[src/common/cmp_timer_pkg.sv]
package cmp_timer_pkg;
  // register byte offsets
  localparam logic [7:0] OFS_CTRL0   = 8'h00;
  localparam logic [7:0] OFS_CTRL1   = 8'h04;
  localparam logic [7:0] OFS_OUTCTL  = 8'h08;
  localparam logic [7:0] OFS_COUNT   = 8'h0c;
  localparam logic [7:0] OFS_CMP0    = 8'h10;
  localparam logic [7:0] OFS_CMP1    = 8'h14;
  localparam logic [7:0] OFS_ISTAT   = 8'h18;
  localparam logic [7:0] OFS_IMASK   = 8'h1c;
  localparam logic [7:0] OFS_PORT    = 8'h20;
  localparam logic [7:0] OFS_STATUS  = 8'h24;
  // timer_ctrl0 fields
  localparam int C0_RUN     = 0;
  localparam int C0_STOP_LO = 1;
  localparam int C0_STOP_HI = 2;
  localparam int C0_SRC_LSB = 3;
  localparam int C0_W       = 5;
  // timer_ctrl1 fields
  localparam int C1_FILT_EN  = 0;
  localparam int C1_FCLK_LSB = 1;
  localparam int C1_CLR      = 3;
  localparam int C1_ACT0_LSB = 4;
  localparam int C1_ACT1_LSB = 6;
  localparam int C1_W        = 8;
  // output_pin_ctrl fields
  localparam int NPINS      = 6;
  localparam int OC_INV_A   = 6;
  localparam int OC_INV_B   = 7;
  localparam int OC_W       = 8;
  localparam int GRP        = 3;
  // interrupt bits
  localparam int IRQ_CMP0 = 0;
  localparam int IRQ_CMP1 = 1;
  localparam int IRQ_OVF  = 2;
  localparam int NIRQ     = 3;
  // status bits
  localparam int ST_FILT = 0;
  localparam int ST_RUN  = 1;
  // widths and reset values
  localparam int CW = 16;
  localparam logic [CW-1:0] CNT_RST  = 16'h0000;
  localparam logic [CW-1:0] CNT_MAX  = 16'hffff;
  localparam logic [CW-1:0] CMP_RST  = 16'hffff;
  // prescaler: divide-by-8 and divide-by-32 tick points
  localparam int PS_W = 5;
  localparam logic [2:0]      DIV8_END  = 3'h7;
  localparam logic [PS_W-1:0] DIV32_END = 5'h1f;
  // filter: samples that must agree
  localparam int FILT_N = 3;
  // count source / filter clock selection
  typedef enum logic [1:0] {
    SRC_DIV1  = 2'h0,
    SRC_DIV8  = 2'h1,
    SRC_DIV32 = 2'h2
  } src_sel_t;
  // level driven on a compare match
  typedef enum logic [1:0] {
    ACT_KEEP   = 2'h0,
    ACT_LOW    = 2'h1,
    ACT_HIGH   = 2'h2,
    ACT_TOGGLE = 2'h3
  } match_act_t;
endpackage

[src/hw/compare_pwm_timer.sv]
// Register access over APB and the address map were left to the implementer.
`timescale 1ns/100ps
`default_nettype none
module compare_pwm_timer (
  input  wire logic                      pclk,
  input  wire logic                      presetn,
  input  wire logic                      psel,
  input  wire logic                      penable,
  input  wire logic                      pwrite,
  input  wire logic [7:0]                paddr,
  input  wire logic [31:0]               pwdata,
  output logic      [31:0]               prdata,
  output logic                           pready,
  output logic                           pslverr,
  input  wire logic                      measured_pulse_in,
  output logic      [cmp_timer_pkg::NPINS-1:0] cmp_out,
  output logic                           irq
);
  import cmp_timer_pkg::*;

  logic [C0_W-1:0]  timer_ctrl0_r;    // run, stop levels, source
  logic [C1_W-1:0]  timer_ctrl1_r;    // filter, clear, match actions
  logic [OC_W-1:0]  output_pin_ctrl_r; // per-pin enable, group invert
  logic [NPINS-1:0] port_r;           // port levels / wave gate
  logic [CW-1:0]    timer_count_r;    // running count
  logic [CW-1:0]    compare0_value_r; // buffer seen by software
  logic [CW-1:0]    compare1_value_r;
  logic [CW-1:0]    cmp0_act_r;       // values used for matching
  logic [CW-1:0]    cmp1_act_r;
  logic [NIRQ-1:0]  istat_r;          // sticky events
  logic [NIRQ-1:0]  imask_r;          // interrupt enables
  logic             compare_wave_r;   // shared pwm level
  logic [PS_W-1:0]  ps_r;             // prescaler
  logic [1:0]       sync_r;           // pin synchroniser
  logic             filt_level;       // filtered input
  logic             tick_div8;
  logic             tick_div32;
  logic             count_tick;       // selected count source
  logic             filt_tick;        // selected filter clock
  logic             running;
  logic             match0;
  logic             match1;
  logic             ovf;
  logic             clr_now;
  logic             reload;           // buffered compare load point
  logic             wr;
  logic             rd_setup;
  logic             mapped;
  logic             wr_cmp0;
  logic             wr_cmp1;
  logic [NIRQ-1:0]  ev;

  // bus decode; every access completes in its first access cycle
  assign pready   = 1'b1;
  assign wr       = psel & penable & pwrite;
  assign rd_setup = psel & ~penable & ~pwrite;

  // unmapped addresses answer with an error
  always_comb begin
    case (paddr)
      OFS_CTRL0, OFS_CTRL1, OFS_OUTCTL, OFS_COUNT, OFS_CMP0,
      OFS_CMP1, OFS_ISTAT, OFS_IMASK, OFS_PORT, OFS_STATUS:
        mapped = 1'b1;
      default:
        mapped = 1'b0;
    endcase
  end
  assign pslverr = psel & penable & ~mapped;

  assign running = timer_ctrl0_r[C0_RUN];
  assign wr_cmp0 = wr & (paddr == OFS_CMP0);
  assign wr_cmp1 = wr & (paddr == OFS_CMP1);

  // free-running prescaler gives the slower count rates
  always_ff @(posedge pclk or negedge presetn) begin
    if (!presetn) begin
      ps_r <= '0;
    end else begin
      ps_r <= ps_r + 1'b1;
    end
  end
  assign tick_div8  = (ps_r[2:0] == DIV8_END);
  assign tick_div32 = (ps_r == DIV32_END);

  // count source mux; the unused code falls back to div32
  always_comb begin
    case (src_sel_t'(timer_ctrl0_r[C0_SRC_LSB +: 2]))
      SRC_DIV1:  count_tick = 1'b1;
      SRC_DIV8:  count_tick = tick_div8;
      SRC_DIV32: count_tick = tick_div32;
      default:   count_tick = tick_div32;
    endcase
  end

  // filter sample clock picked the same way
  always_comb begin
    case (src_sel_t'(timer_ctrl1_r[C1_FCLK_LSB +: 2]))
      SRC_DIV1:  filt_tick = 1'b1;
      SRC_DIV8:  filt_tick = tick_div8;
      SRC_DIV32: filt_tick = tick_div32;
      default:   filt_tick = tick_div32;
    endcase
  end

  // pin is asynchronous: two flops before anything looks at it
  always_ff @(posedge pclk or negedge presetn) begin
    if (!presetn) begin
      sync_r <= '0;
    end else begin
      sync_r <= {sync_r[0], measured_pulse_in};
    end
  end

  pulse_filter u_filter (
    .pclk      (pclk),
    .presetn   (presetn),
    .sample_en (filt_tick),
    .bypass    (~timer_ctrl1_r[C1_FILT_EN]),
    .level_in  (sync_r[1]),
    .level_out (filt_level)
  );

  // matches count only on a tick, so the count sits a full
  // source period at each value
  assign match0  = running & count_tick & (timer_count_r == cmp0_act_r);
  assign match1  = running & count_tick & (timer_count_r == cmp1_act_r);
  assign clr_now = match1 & timer_ctrl1_r[C1_CLR];
  assign ovf     = running & count_tick & ~clr_now &
                   (timer_count_r == CNT_MAX);
  assign reload  = timer_ctrl1_r[C1_CLR] ? match1 : ovf;
  assign ev      = {ovf, match1, match0};

  // control register 0: run bit and stop behaviour
  always_ff @(posedge pclk or negedge presetn) begin
    if (!presetn) begin
      timer_ctrl0_r <= '0;
    end else if (wr & (paddr == OFS_CTRL0)) begin
      timer_ctrl0_r <= pwdata[C0_W-1:0];
    end
  end

  // control register 1
  always_ff @(posedge pclk or negedge presetn) begin
    if (!presetn) begin
      timer_ctrl1_r <= '0;
    end else if (wr & (paddr == OFS_CTRL1)) begin
      timer_ctrl1_r <= pwdata[C1_W-1:0];
    end
  end

  // pin enables and group inversion
  always_ff @(posedge pclk or negedge presetn) begin
    if (!presetn) begin
      output_pin_ctrl_r <= '0;
    end else if (wr & (paddr == OFS_OUTCTL)) begin
      output_pin_ctrl_r <= pwdata[OC_W-1:0];
    end
  end

  // programmable port levels
  always_ff @(posedge pclk or negedge presetn) begin
    if (!presetn) begin
      port_r <= '0;
    end else if (wr & (paddr == OFS_PORT)) begin
      port_r <= pwdata[NPINS-1:0];
    end
  end

  // counter: stop clears it, cmp1 may clear it, else it wraps
  always_ff @(posedge pclk or negedge presetn) begin
    if (!presetn) begin
      timer_count_r <= CNT_RST;
    end else if (!running) begin
      timer_count_r <= CNT_RST;
    end else if (clr_now) begin
      timer_count_r <= CNT_RST;
    end else if (count_tick) begin
      timer_count_r <= timer_count_r + 1'b1;
    end
  end

  // software-side compare buffers
  always_ff @(posedge pclk or negedge presetn) begin
    if (!presetn) begin
      compare0_value_r <= CMP_RST;
      compare1_value_r <= CMP_RST;
    end else begin
      if (wr_cmp0) begin
        compare0_value_r <= pwdata[CW-1:0];
      end
      if (wr_cmp1) begin
        compare1_value_r <= pwdata[CW-1:0];
      end
    end
  end

  // active compares: direct when stopped, else at the load point
  // a write in the load cycle itself is taken at the next point
  always_ff @(posedge pclk or negedge presetn) begin
    if (!presetn) begin
      cmp0_act_r <= CMP_RST;
      cmp1_act_r <= CMP_RST;
    end else if (!running) begin
      cmp0_act_r <= wr_cmp0 ? pwdata[CW-1:0] : compare0_value_r;
      cmp1_act_r <= wr_cmp1 ? pwdata[CW-1:0] : compare1_value_r;
    end else if (reload) begin
      cmp0_act_r <= compare0_value_r;
      cmp1_act_r <= compare1_value_r;
    end
  end

  // pwm level; compare1 acts last so it wins a shared match
  always_ff @(posedge pclk or negedge presetn) begin
    if (!presetn) begin
      compare_wave_r <= 1'b0;
    end else begin
      if (match0 & !match1) begin
        case (match_act_t'(timer_ctrl1_r[C1_ACT0_LSB +: 2]))
          ACT_LOW:    compare_wave_r <= 1'b0;
          ACT_HIGH:   compare_wave_r <= 1'b1;
          ACT_TOGGLE: compare_wave_r <= ~compare_wave_r;
          default:    compare_wave_r <= compare_wave_r;
        endcase
      end else if (match1) begin
        case (match_act_t'(timer_ctrl1_r[C1_ACT1_LSB +: 2]))
          ACT_LOW:    compare_wave_r <= 1'b0;
          ACT_HIGH:   compare_wave_r <= 1'b1;
          ACT_TOGGLE: compare_wave_r <= ~compare_wave_r;
          default:    compare_wave_r <= compare_wave_r;
        endcase
      end
    end
  end

  // per-pin output select; registered so pins never glitch
  generate
    for (genvar i = 0; i < NPINS; i++) begin : g_pin
      logic inv;   // group inversion for this pin
      logic lvl;   // level while counting
      assign inv = (i < GRP) ? output_pin_ctrl_r[OC_INV_A]
                             : output_pin_ctrl_r[OC_INV_B];
      assign lvl = (port_r[i] & compare_wave_r) ^ inv;
      always_ff @(posedge pclk or negedge presetn) begin
        if (!presetn) begin
          cmp_out[i] <= 1'b0;
        end else if (!output_pin_ctrl_r[i]) begin
          cmp_out[i] <= port_r[i];
        end else if (running) begin
          cmp_out[i] <= lvl;
        end else if (timer_ctrl0_r[C0_STOP_LO]) begin
          cmp_out[i] <= timer_ctrl0_r[C0_STOP_HI];
        end else begin
          cmp_out[i] <= lvl;  // wave is frozen, so held
        end
      end
    end
  endgenerate

  // sticky events: a new event beats a same-cycle clear
  always_ff @(posedge pclk or negedge presetn) begin
    if (!presetn) begin
      istat_r <= '0;
    end else begin
      istat_r <= ev |
        (istat_r & ~((wr & (paddr == OFS_ISTAT)) ? pwdata[NIRQ-1:0]
                                                  : {NIRQ{1'b0}}));
    end
  end

  // interrupt mask
  always_ff @(posedge pclk or negedge presetn) begin
    if (!presetn) begin
      imask_r <= '0;
    end else if (wr & (paddr == OFS_IMASK)) begin
      imask_r <= pwdata[NIRQ-1:0];
    end
  end

  // level interrupt from a flop, one cycle behind the status
  always_ff @(posedge pclk or negedge presetn) begin
    if (!presetn) begin
      irq <= 1'b0;
    end else begin
      irq <= |(istat_r & imask_r);
    end
  end

  // read data captured in the setup cycle, stable in access
  always_ff @(posedge pclk or negedge presetn) begin
    if (!presetn) begin
      prdata <= '0;
    end else if (rd_setup) begin
      prdata <= '0;
      case (paddr)
        OFS_CTRL0:  prdata[C0_W-1:0]  <= timer_ctrl0_r;
        OFS_CTRL1:  prdata[C1_W-1:0]  <= timer_ctrl1_r;
        OFS_OUTCTL: prdata[OC_W-1:0]  <= output_pin_ctrl_r;
        OFS_COUNT:  prdata[CW-1:0]    <= timer_count_r;
        OFS_CMP0:   prdata[CW-1:0]    <= compare0_value_r;
        OFS_CMP1:   prdata[CW-1:0]    <= compare1_value_r;
        OFS_ISTAT:  prdata[NIRQ-1:0]  <= istat_r;
        OFS_IMASK:  prdata[NIRQ-1:0]  <= imask_r;
        OFS_PORT:   prdata[NPINS-1:0] <= port_r;
        OFS_STATUS: begin
          prdata[ST_FILT] <= filt_level;
          prdata[ST_RUN]  <= running;
        end
        default:    prdata <= '0;
      endcase
    end
  end
endmodule
`default_nettype wire

[src/hw/pulse_filter.sv]
`timescale 1ns/100ps
`default_nettype none
module pulse_filter (
  input  wire logic pclk,
  input  wire logic presetn,
  input  wire logic sample_en,
  input  wire logic bypass,
  input  wire logic level_in,
  output logic      level_out
);
  import cmp_timer_pkg::*;

  logic [FILT_N-1:0] hist_r;  // last samples, newest in bit 0

  // sample history, shifted on the filter clock only
  always_ff @(posedge pclk or negedge presetn) begin
    if (!presetn) begin
      hist_r <= '0;
    end else if (sample_en) begin
      hist_r <= {hist_r[FILT_N-2:0], level_in};
    end
  end

  // accept a level only when all samples agree
  always_ff @(posedge pclk or negedge presetn) begin
    if (!presetn) begin
      level_out <= 1'b0;
    end else if (bypass) begin
      // bypass still adds one flop so the output stays registered
      level_out <= level_in;
    end else if (&hist_r) begin
      level_out <= 1'b1;
    end else if (~|hist_r) begin
      level_out <= 1'b0;
    end
  end
endmodule
`default_nettype wire

[config.mk]
export PLATFORM = sky130hd
export DESIGN_NAME = compare_pwm_timer
export DESIGN_NICKNAME = d
export VERILOG_FILES = /design/src/common/cmp_timer_pkg.sv /design/src/hw/compare_pwm_timer.sv /design/src/hw/pulse_filter.sv
export SDC_FILE = /design/constraint.sdc
export NUM_CORES = 1
export LEC_CHECK = 0
export CAP_MARGIN = 10
export CORE_ASPECT_RATIO = 1.75
export CORE_MARGIN = 5
export CORE_UTILIZATION = 40
export CTS_CLUSTER_DIAMETER = 30
export CTS_CLUSTER_SIZE = 14
export DETAILED_ROUTE_END_ITERATION = 7
export DONT_BUFFER_PORTS = 1
export PLACE_DENSITY_LB_ADDON = 0.05
export SETUP_SLACK_MARGIN = 0.4
export SLEW_MARGIN = 20
export SYNTH_ARGS = -nofsm -noshare
export SYNTH_HDL_FRONTEND = slang
export SYNTH_SLANG_ARGS = --single-unit
[constraint.sdc]
create_clock -name pclk -period 3.9 [get_ports pclk]
set_input_delay 0.78 -clock pclk [delete_from_list [all_inputs] [get_ports pclk]]
set_output_delay 0.78 -clock pclk [all_outputs]
set_load 0.03 [all_outputs]
==> impl_summary.md, run 1 <==
Clocking
Gates resized during post-CTS repair numbered 0. The post-CTS setup buffer count is 0. The maximum number of buffers from clock root to sink is 2.

In this run the number of H-tree levels came out at 4. The clock net in this run drives a total of 148 sinks. The number of hold-repair buffers added at the cts stage is 0.

Clock-pin slew was measured on the worst setup and hold paths at 0.06 ns. The clock reaches the later pin of the worst-skew pair after 0.43 ns. The TritonCTS clock tree is done.

In this run the clock root is driven by a clkbuf_16. The number of buffers created by CTS is 17.

Routing
After the first detailed-routing iteration, the DRC count stood at 399. The routed layout has 5,561 vias. The ratio of routed vias to standard cells is 5.78. The first detailed-routing pass took 4 iterations.

The highest layer touched by signal routing is met4. After detailed routing, the average wire length per cell comes to 23.8 um. The detailed-route DRC error count is 0.

The routed length on met2 is 12.6 mm. The met3 layer wire length in the routed design is 828 um. The routed length on met1 is 8.78 mm. The antenna violation net count after detailed routing is 0.

For this block, the routed nets add up to 22.9 mm of wire.

Floorplan
The core region is 19,800 um2. The die is 198 um tall. The die covers 23,200 um2. The number of rows created at floorplan is 68. The initial utilization of the core area, before any placement, comes to 0.407. The die span in x is 117 um.

In this run the count of I/O pins placed on the die edge is 87.

Setup path
The maximum fanout encountered on the critical timing path is 14. The critical path data arrival time is 3.28 ns. The peak per-stage delay on the critical path is 0.56 ns.

The buffer and inverter count on the worst path is 2. The launch instance of the worst register-to-register path is cmp1_act_r[0]. Among all stages on the critical path, the largest delay is contributed by o311ai_4. The signal on the critical path passes through xor2_1 > nor4_1 > nand4_2 > o311ai_4 > buf_6 > buf_4 > mux2_1. The cell family contributing the most delay on the critical path is simple AND/OR/NAND/NOR gates. The most critical setup path has its startpoint at cmp1_act_r[0]. The nature of the critical path startpoint is a flop. The endpoint kind of the worst setup timing path is a flop. The critical setup path kind is reg -> reg.

For the worst setup path, the data required time is 4.25 ns.

Timing
Static timing analysis puts the maximum clock frequency at 0.342 GHz. The final period utilization is 0.750. The time the final worst path needs with I/O delays and setup is 2.92 ns. Setup violations remaining at the end of the flow were counted as 0. The number of pins exceeding their max-slew limit in the final report was 0. The measured slew at the worst slew-check pin is 1.03 ns. The relative max-transition margin is 0.309. Setup repair after global routing left no endpoint under its margin. The final-report hold violation count was 0. The sum of negative setup slack is 0 ns. The final worst clock skew is 0.00809 ns.

Final layout
The number of inserted filler cells in the final layout is 1,879. Summing all non-filler instances in the final layout gives an area of 8810 um2. The number of diodes added for antenna fixing is 0. For this run, the post-layout net count is 756.

The relative area change from synthesis to final layout is 9.14%. The final design utilization is 0.444. The layout cell share with drive strength beyond 1 is 0.331.

GRT
The first-pass GRT wire length is 35.5 mm. Global routing finished with a remaining overflow of 0. The number of global-route vias before repair was 5,848. For this run, the total global-route usage over all layers was measured as 0.200. The initial antenna violation count is 0.

The pin count of the biggest net entering global routing is 149.

Placement
The half-perimeter wire length after detailed placement is 16.5 mm. The final weighted congestion of routability-driven global placement is 0.865. The placed instances occupy a cell area of 8260 um2. Input and output buffers added on the ports amount to 0.

Synthesis
Each instance of the synthesized netlist takes up on average 11.4 um2. After synthesis, the cell types taking the most area are dfrtp_1 26%, dfstp_2 21%, mux2_2 14%, mux2_1 4.2%, xor2_1 2.9%. dfrtp_1 takes more of the synthesized area than any other cell. The number of enable flip-flop cells after synthesis is 0. The register bit total from synthesis is 148.

Sorting the synthesized cells by how often they occur yields 102 x mux2_2, 84 x dfrtp_1, 64 x dfstp_2. The share of the yosys chip area belonging to registers is 0.469. The number of warning messages in the yosys log is 0. The library cell with the highest instance count after synthesis is mux2_2.

The share of synthesized area in the top cell type comes to 0.260. Yosys mapped the design onto 64 distinct sky130hd cell types. In this run the cell area of the synthesized design comes to 8070 um2. In the synthesized netlist the async set-or-reset flop fraction comes to 1.00. In the synthesized netlist the dominant register cell turns out to be dfrtp_1. The cell count after synthesis is 711.

Flow run
Max-cap violations in this run came to 0.

Power
Summed over all cells, the static leakage comes to 3.93 nW. VDD sags by at most 0.230 mV. The total power per unit cell area is 378 nW/um2.

Outcome
The flow ran to the end, and the final reports show no timing, DRC or antenna violations.

Worst hold path
The class of the worst hold path is in -> async.
[cells by family after synthesis]
kind of cell	Yosys count	share of synthesized area
adders and majority gates	6	0.00930
buffers and inverters	86	0.0550
xor gates and xnor gates	36	0.0391
and+or+nand+nor	164	0.115
AOI/OAI and AO/OA	126	0.113
other	2	0.000930
DFF	148	0.469
muxes	143	0.199
[area by class of cell]
class,instances,area [um2],area share
flip-flops and latches,148,3780,0.429
inverters,20,75.1,0.00852
well taps,245,307,0.0348
clock inverters,9,80.1,0.00909
clock buffers,23,468,0.0531
multi-input cells,492,3910,0.443
repair buffers,25,191,0.0217
[through the flow]
step	hold slack, ns	std cells	total power, mW	setup WS (ns)
2_1_floorplan	0.331	726	1.79	1.17
3_3_place_gp	0.340	929	1.79	0.644
3_5_place_dp	0.337	930	1.80	0.916
4_1_cts	0.0249	962	3.37	0.903
5_1_grt	0.0172	962	3.45	0.772
6_report	0.0417	962	3.33	0.976
[worst reg2reg max path, stage by stage (launching register included)]
cell and delay, ns:
dfstp_2 0.53, xor2_1 0.11, nor4_1 0.52, nand4_2 0.24, o311ai_4 0.56, buf_6 0.27, buf_4 0.26, mux2_1 0.35
[flip-flops by register name, summed over array words and instances, names as in the netlist, 5 cells and up]
register / flops
cmp1_act_r: 16
timer_count_r: 16
timer_ctrl1_r: 8
ps_r: 5
output_pin_ctrl_r: 8
cmp0_act_r: 16
compare1_value_r: 16
compare0_value_r: 16
cmp_out: 6
timer_ctrl0_r: 5
prdata: 16
port_r: 6
[worst paths after layout]
path | to | slack, ns | depth (start not counted)
setup / recovery | cmp1_act_r[13] | 0.98 | 7
hold / removal | u_filter.hist_r[1] | 0.04 | 0
setup reg to reg | cmp1_act_r[13] | 0.98 | 7
hold reg to reg | sync_r[1] | 0.36 | 0
max in group asynchronous | cmp0_act_r[9] | 3.46 | 0
min in group pclk | sync_r[1] | 0.36 | 0
[cells in the final DEF (no fill, tap or decap), types with 17 or more instances in the layout]
cell	count
dfstp_2	64
clkbuf_16	17
mux2_2	102
inv_1	20
nand2_1	49
xor2_1	27
nor2_1	27
buf_4	24
o21ai_0	26
conb_1	17
dfrtp_1	84
o211ai_1	19
mux2_1	30
[where the power goes]
| part | internal (mW) | switching, mW | total, mW |
|---|---|---|---|
| combinational | 0.0542 | 0.0935 | 0.148 |
| clock | 0.907 | 0.646 | 1.55 |
| sequential | 1.58 | 0.0489 | 1.63 |
[routing by layer]
metal	track usage	up-vias
li1	-	2551
met1	0.217	2831
met2	0.372	141
met3	0.0423	38
met4	0.0873	0
met5	0	-
No activity file was read; power rests on OpenSTA's default activity.
==> run 2, diff against run 1 <==
Clock period 3.9 ns to 2.7 ns, I/O delays scaled along.
==> impl_summary.md, run 2 (synthesis results as in run 1) <==
Outcome
Outcome: finished with violations (was finished clean). The checks that failed: negative hold slack.

Timing
The maximum clock frequency is 0.445 GHz (was 0.342 GHz). The worst hold slack after final layout was -0.187 ns (was 0.0417 ns). The final worst clock skew is 0.0101 ns (was 0.00809 ns).

The final-report hold violation count is 88 (was 0). The final period utilization came to 0.833 (was 0.750). The time the final worst path needs with I/O delays and setup came to 2.25 ns (was 2.92 ns).

The setup-violating endpoint count in the final report is 0 (unchanged). Unrepaired setup endpoints after global routing: false (unchanged). The sum of negative setup slack is 0 ns (unchanged).

The measured slew at the worst slew-check pin came to 0.804 ns (was 1.03 ns). The relative max-transition margin is 0.460 (was 0.309). The number of pins exceeding their max-slew limit in the final report is 0 (unchanged).

Setup path
The endpoint kind of the worst setup timing path is a flop (unchanged). The required time at the worst-slack endpoint came to 3.05 ns (was 4.25 ns). The critical setup path kind is reg -> reg (unchanged). The maximum fanout encountered on the critical timing path is 6 (was 14). The slack of the worst reg-to-reg path is 0.45 ns (was 0.98 ns). The nature of the critical path startpoint is a flop (unchanged).

The critical path data arrival time is 2.60 ns (was 3.28 ns).

GRT
The first-pass GRT wire length is 35.0 mm (was 35.5 mm). The number of global-route vias before repair is 5,873 (was 5,848). The initial antenna violation count is 0 (unchanged).

The overall fraction of global-route tracks in use is 0.197 (was 0.200). The pin count of the biggest net entering global routing is 149 (unchanged). The aggregate global routing overflow is 0 (unchanged).

Routing
The DRC marker count from the first detailed-route iteration is 359 (was 399). The detailed-route DRC error count is 0 (unchanged). The ratio of routed vias to standard cells was 5.66 (was 5.78). The total via count after detailed routing came to 5,529 (was 5,561). The antenna violation net count after detailed routing is 0 (unchanged).

The count of TritonRoute iterations in the first routing pass is 4 (unchanged). The routed length per placed instance is 23.2 um (was 23.8 um). The overall routed net length is 22.7 mm (was 22.9 mm).

Clocking
The insertion delay of the later-clocked pin in the worst-skew pair is 0.43 ns (about the same). The TritonCTS clock tree is done (unchanged). The maximum number of buffers from clock root to sink is 2 (unchanged). The CTS sink count came to 148 (unchanged). The depth of the CTS H-tree was 4 (unchanged). The clock transition time at the flip-flop clock pins of the worst setup and hold paths is 0.06 ns (about the same). The number of buffers created by CTS was 17 (unchanged). The buffer type at the clock tree root was clkbuf_16 (unchanged).

Floorplan
The area of the core is 19,800 um2 (unchanged). The I/O pin count is 87 (unchanged). The overall die area is 23,200 um2 (unchanged).

The height of the chip is 198 um (unchanged). The initial core utilization is 0.407 (unchanged). The die span in x is 117 um (unchanged). The number of rows created at floorplan is 68 (unchanged).

Placement
The port buffer count is 0 (unchanged). The final weighted congestion of routability-driven global placement is 0.888 (was 0.865). The half-perimeter wire length after detailed placement is 16.1 mm (was 16.5 mm).

Final layout
The layout cell share with drive strength beyond 1 is 0.373 (was 0.331). The register area is 3790 um2 (was 3780 um2). The relative area change from synthesis to final layout was 13.5% (was 9.14%).

The most frequent standard cell in the layout excluding fill and tap cells is mux2_2 (unchanged). The number of diodes added for antenna fixing is 0 (unchanged). The final layout net count is 771 (was 756).

The total area of multi-input combinational cells is 4000 um2 (was 3910 um2). The number of inserted filler cells in the final layout came to 1,856 (was 1,879). Top library cells by usage in the layout, fill and taps aside: 99 x mux2_2, 81 x dfrtp_1, 64 x dfstp_2, 49 x nand2_1, 32 x buf_4 (was 102 x mux2_2, 84 x dfrtp_1, 64 x dfstp_2, 49 x nand2_1, 30 x mux2_1).

Power
The total leakage power is 4.08 nW (was 3.93 nW). The total power per unit cell area is 548 nW/um2 (was 378 nW/um2). The largest vdd supply drop was 0.723 mV (was 0.230 mV). The overall power of the completed layout came to 5.02 mW (was 3.33 mW).

Worst hold path
The class of the worst hold path was in -> async (unchanged).

Flow run
The count of max-cap constraint violations is 0 (unchanged).
run 2: cell count changes in the layout (fill, tap and decap cells not counted), moves of 3 or more:
cell	previous run	this run
dfrtp_2	0	3
mux2_2	102	99
mux2_1	30	24
buf_12	0	3
dfrtp_1	84	81
buf_4	24	32
mux2_4	0	9
clkbuf_1	4	1
run 2: repair_timing:
| item | 4_1_cts | 5_1_grt |
|---|---|---|
| gates resized for setup | 10 | 16 |
| hold endpoints to repair | 148 | 107 |
| setup buffers | 3 | 2 |
| pin swaps | 1 | 2 |
| setup endpoints to repair | 35 | 35 |
| cloned | 1 | 1 |
run 2: layer usage:
metal,track usage,up-vias,share of wire
li1,-,2561,-
met1,0.212,2772,0.37
met2,0.363,145,0.55
met3,0.0397,51,0.039
met4,0.0972,0,0.038
met5,0,-,0
run 2: worst max-delay path: stages (launching register included):
cell and delay [ns]:
dfstp_2 0.54, xor2_1 0.13, nor4_1 0.33, nand4_2 0.22, o311ai_4 0.30, buf_6 0.19
clkbuf_16 0.16, mux2_1 0.32
run 2: layout make-up:
type,instances,area share
clock buffers,20,0.0498
well taps,245,0.0334
multi-input cells,492,0.436
clock inverters,12,0.0167
flip-flops and latches,148,0.413
inverters,20,0.00819
repair buffers,40,0.0422
run 2: path summary, 6_finish.rpt:
kind / depth (start not counted) / from / end
worst max-delay path: 7 / cmp1_act_r[1] / cmp1_act_r[5]
worst min-delay path: 0 / presetn / u_filter.hist_r[1]
worst max register to register: 7 / cmp1_act_r[1] / cmp1_act_r[5]
worst min register to register: 0 / sync_r[0] / sync_r[1]
max in group asynchronous: 0 / presetn / cmp0_act_r[14]
min in group pclk: 0 / measured_pulse_in / sync_r[0]
run 2: power breakdown:
group,internal [mW],leakage (nW),switching (mW)
registers,2.28,1.78,0.0694
logic,0.0884,2.00,0.137
clock network,1.50,0.301,0.947
total,3.87,4.08,1.15
run 2: metrics by stage:
| stage | setup WS, ns | cells | utilization | hold slack [ns] | cell area, um2 |
|---|---|---|---|---|---|
| after floorplan | 0.260 | 726 | - | 0.244 | 8160 |
| after global placement | 0.366 | 938 | 0.422 | 0.251 | 8370 |
| after detailed placement | 0.292 | 938 | 0.422 | 0.251 | 8370 |
| after CTS | 0.409 | 974 | 0.457 | -0.211 | 9060 |
| after global routing | 0.391 | 977 | 0.462 | -0.208 | 9170 |
| final | 0.451 | 977 | 0.462 | -0.187 | 9170 |
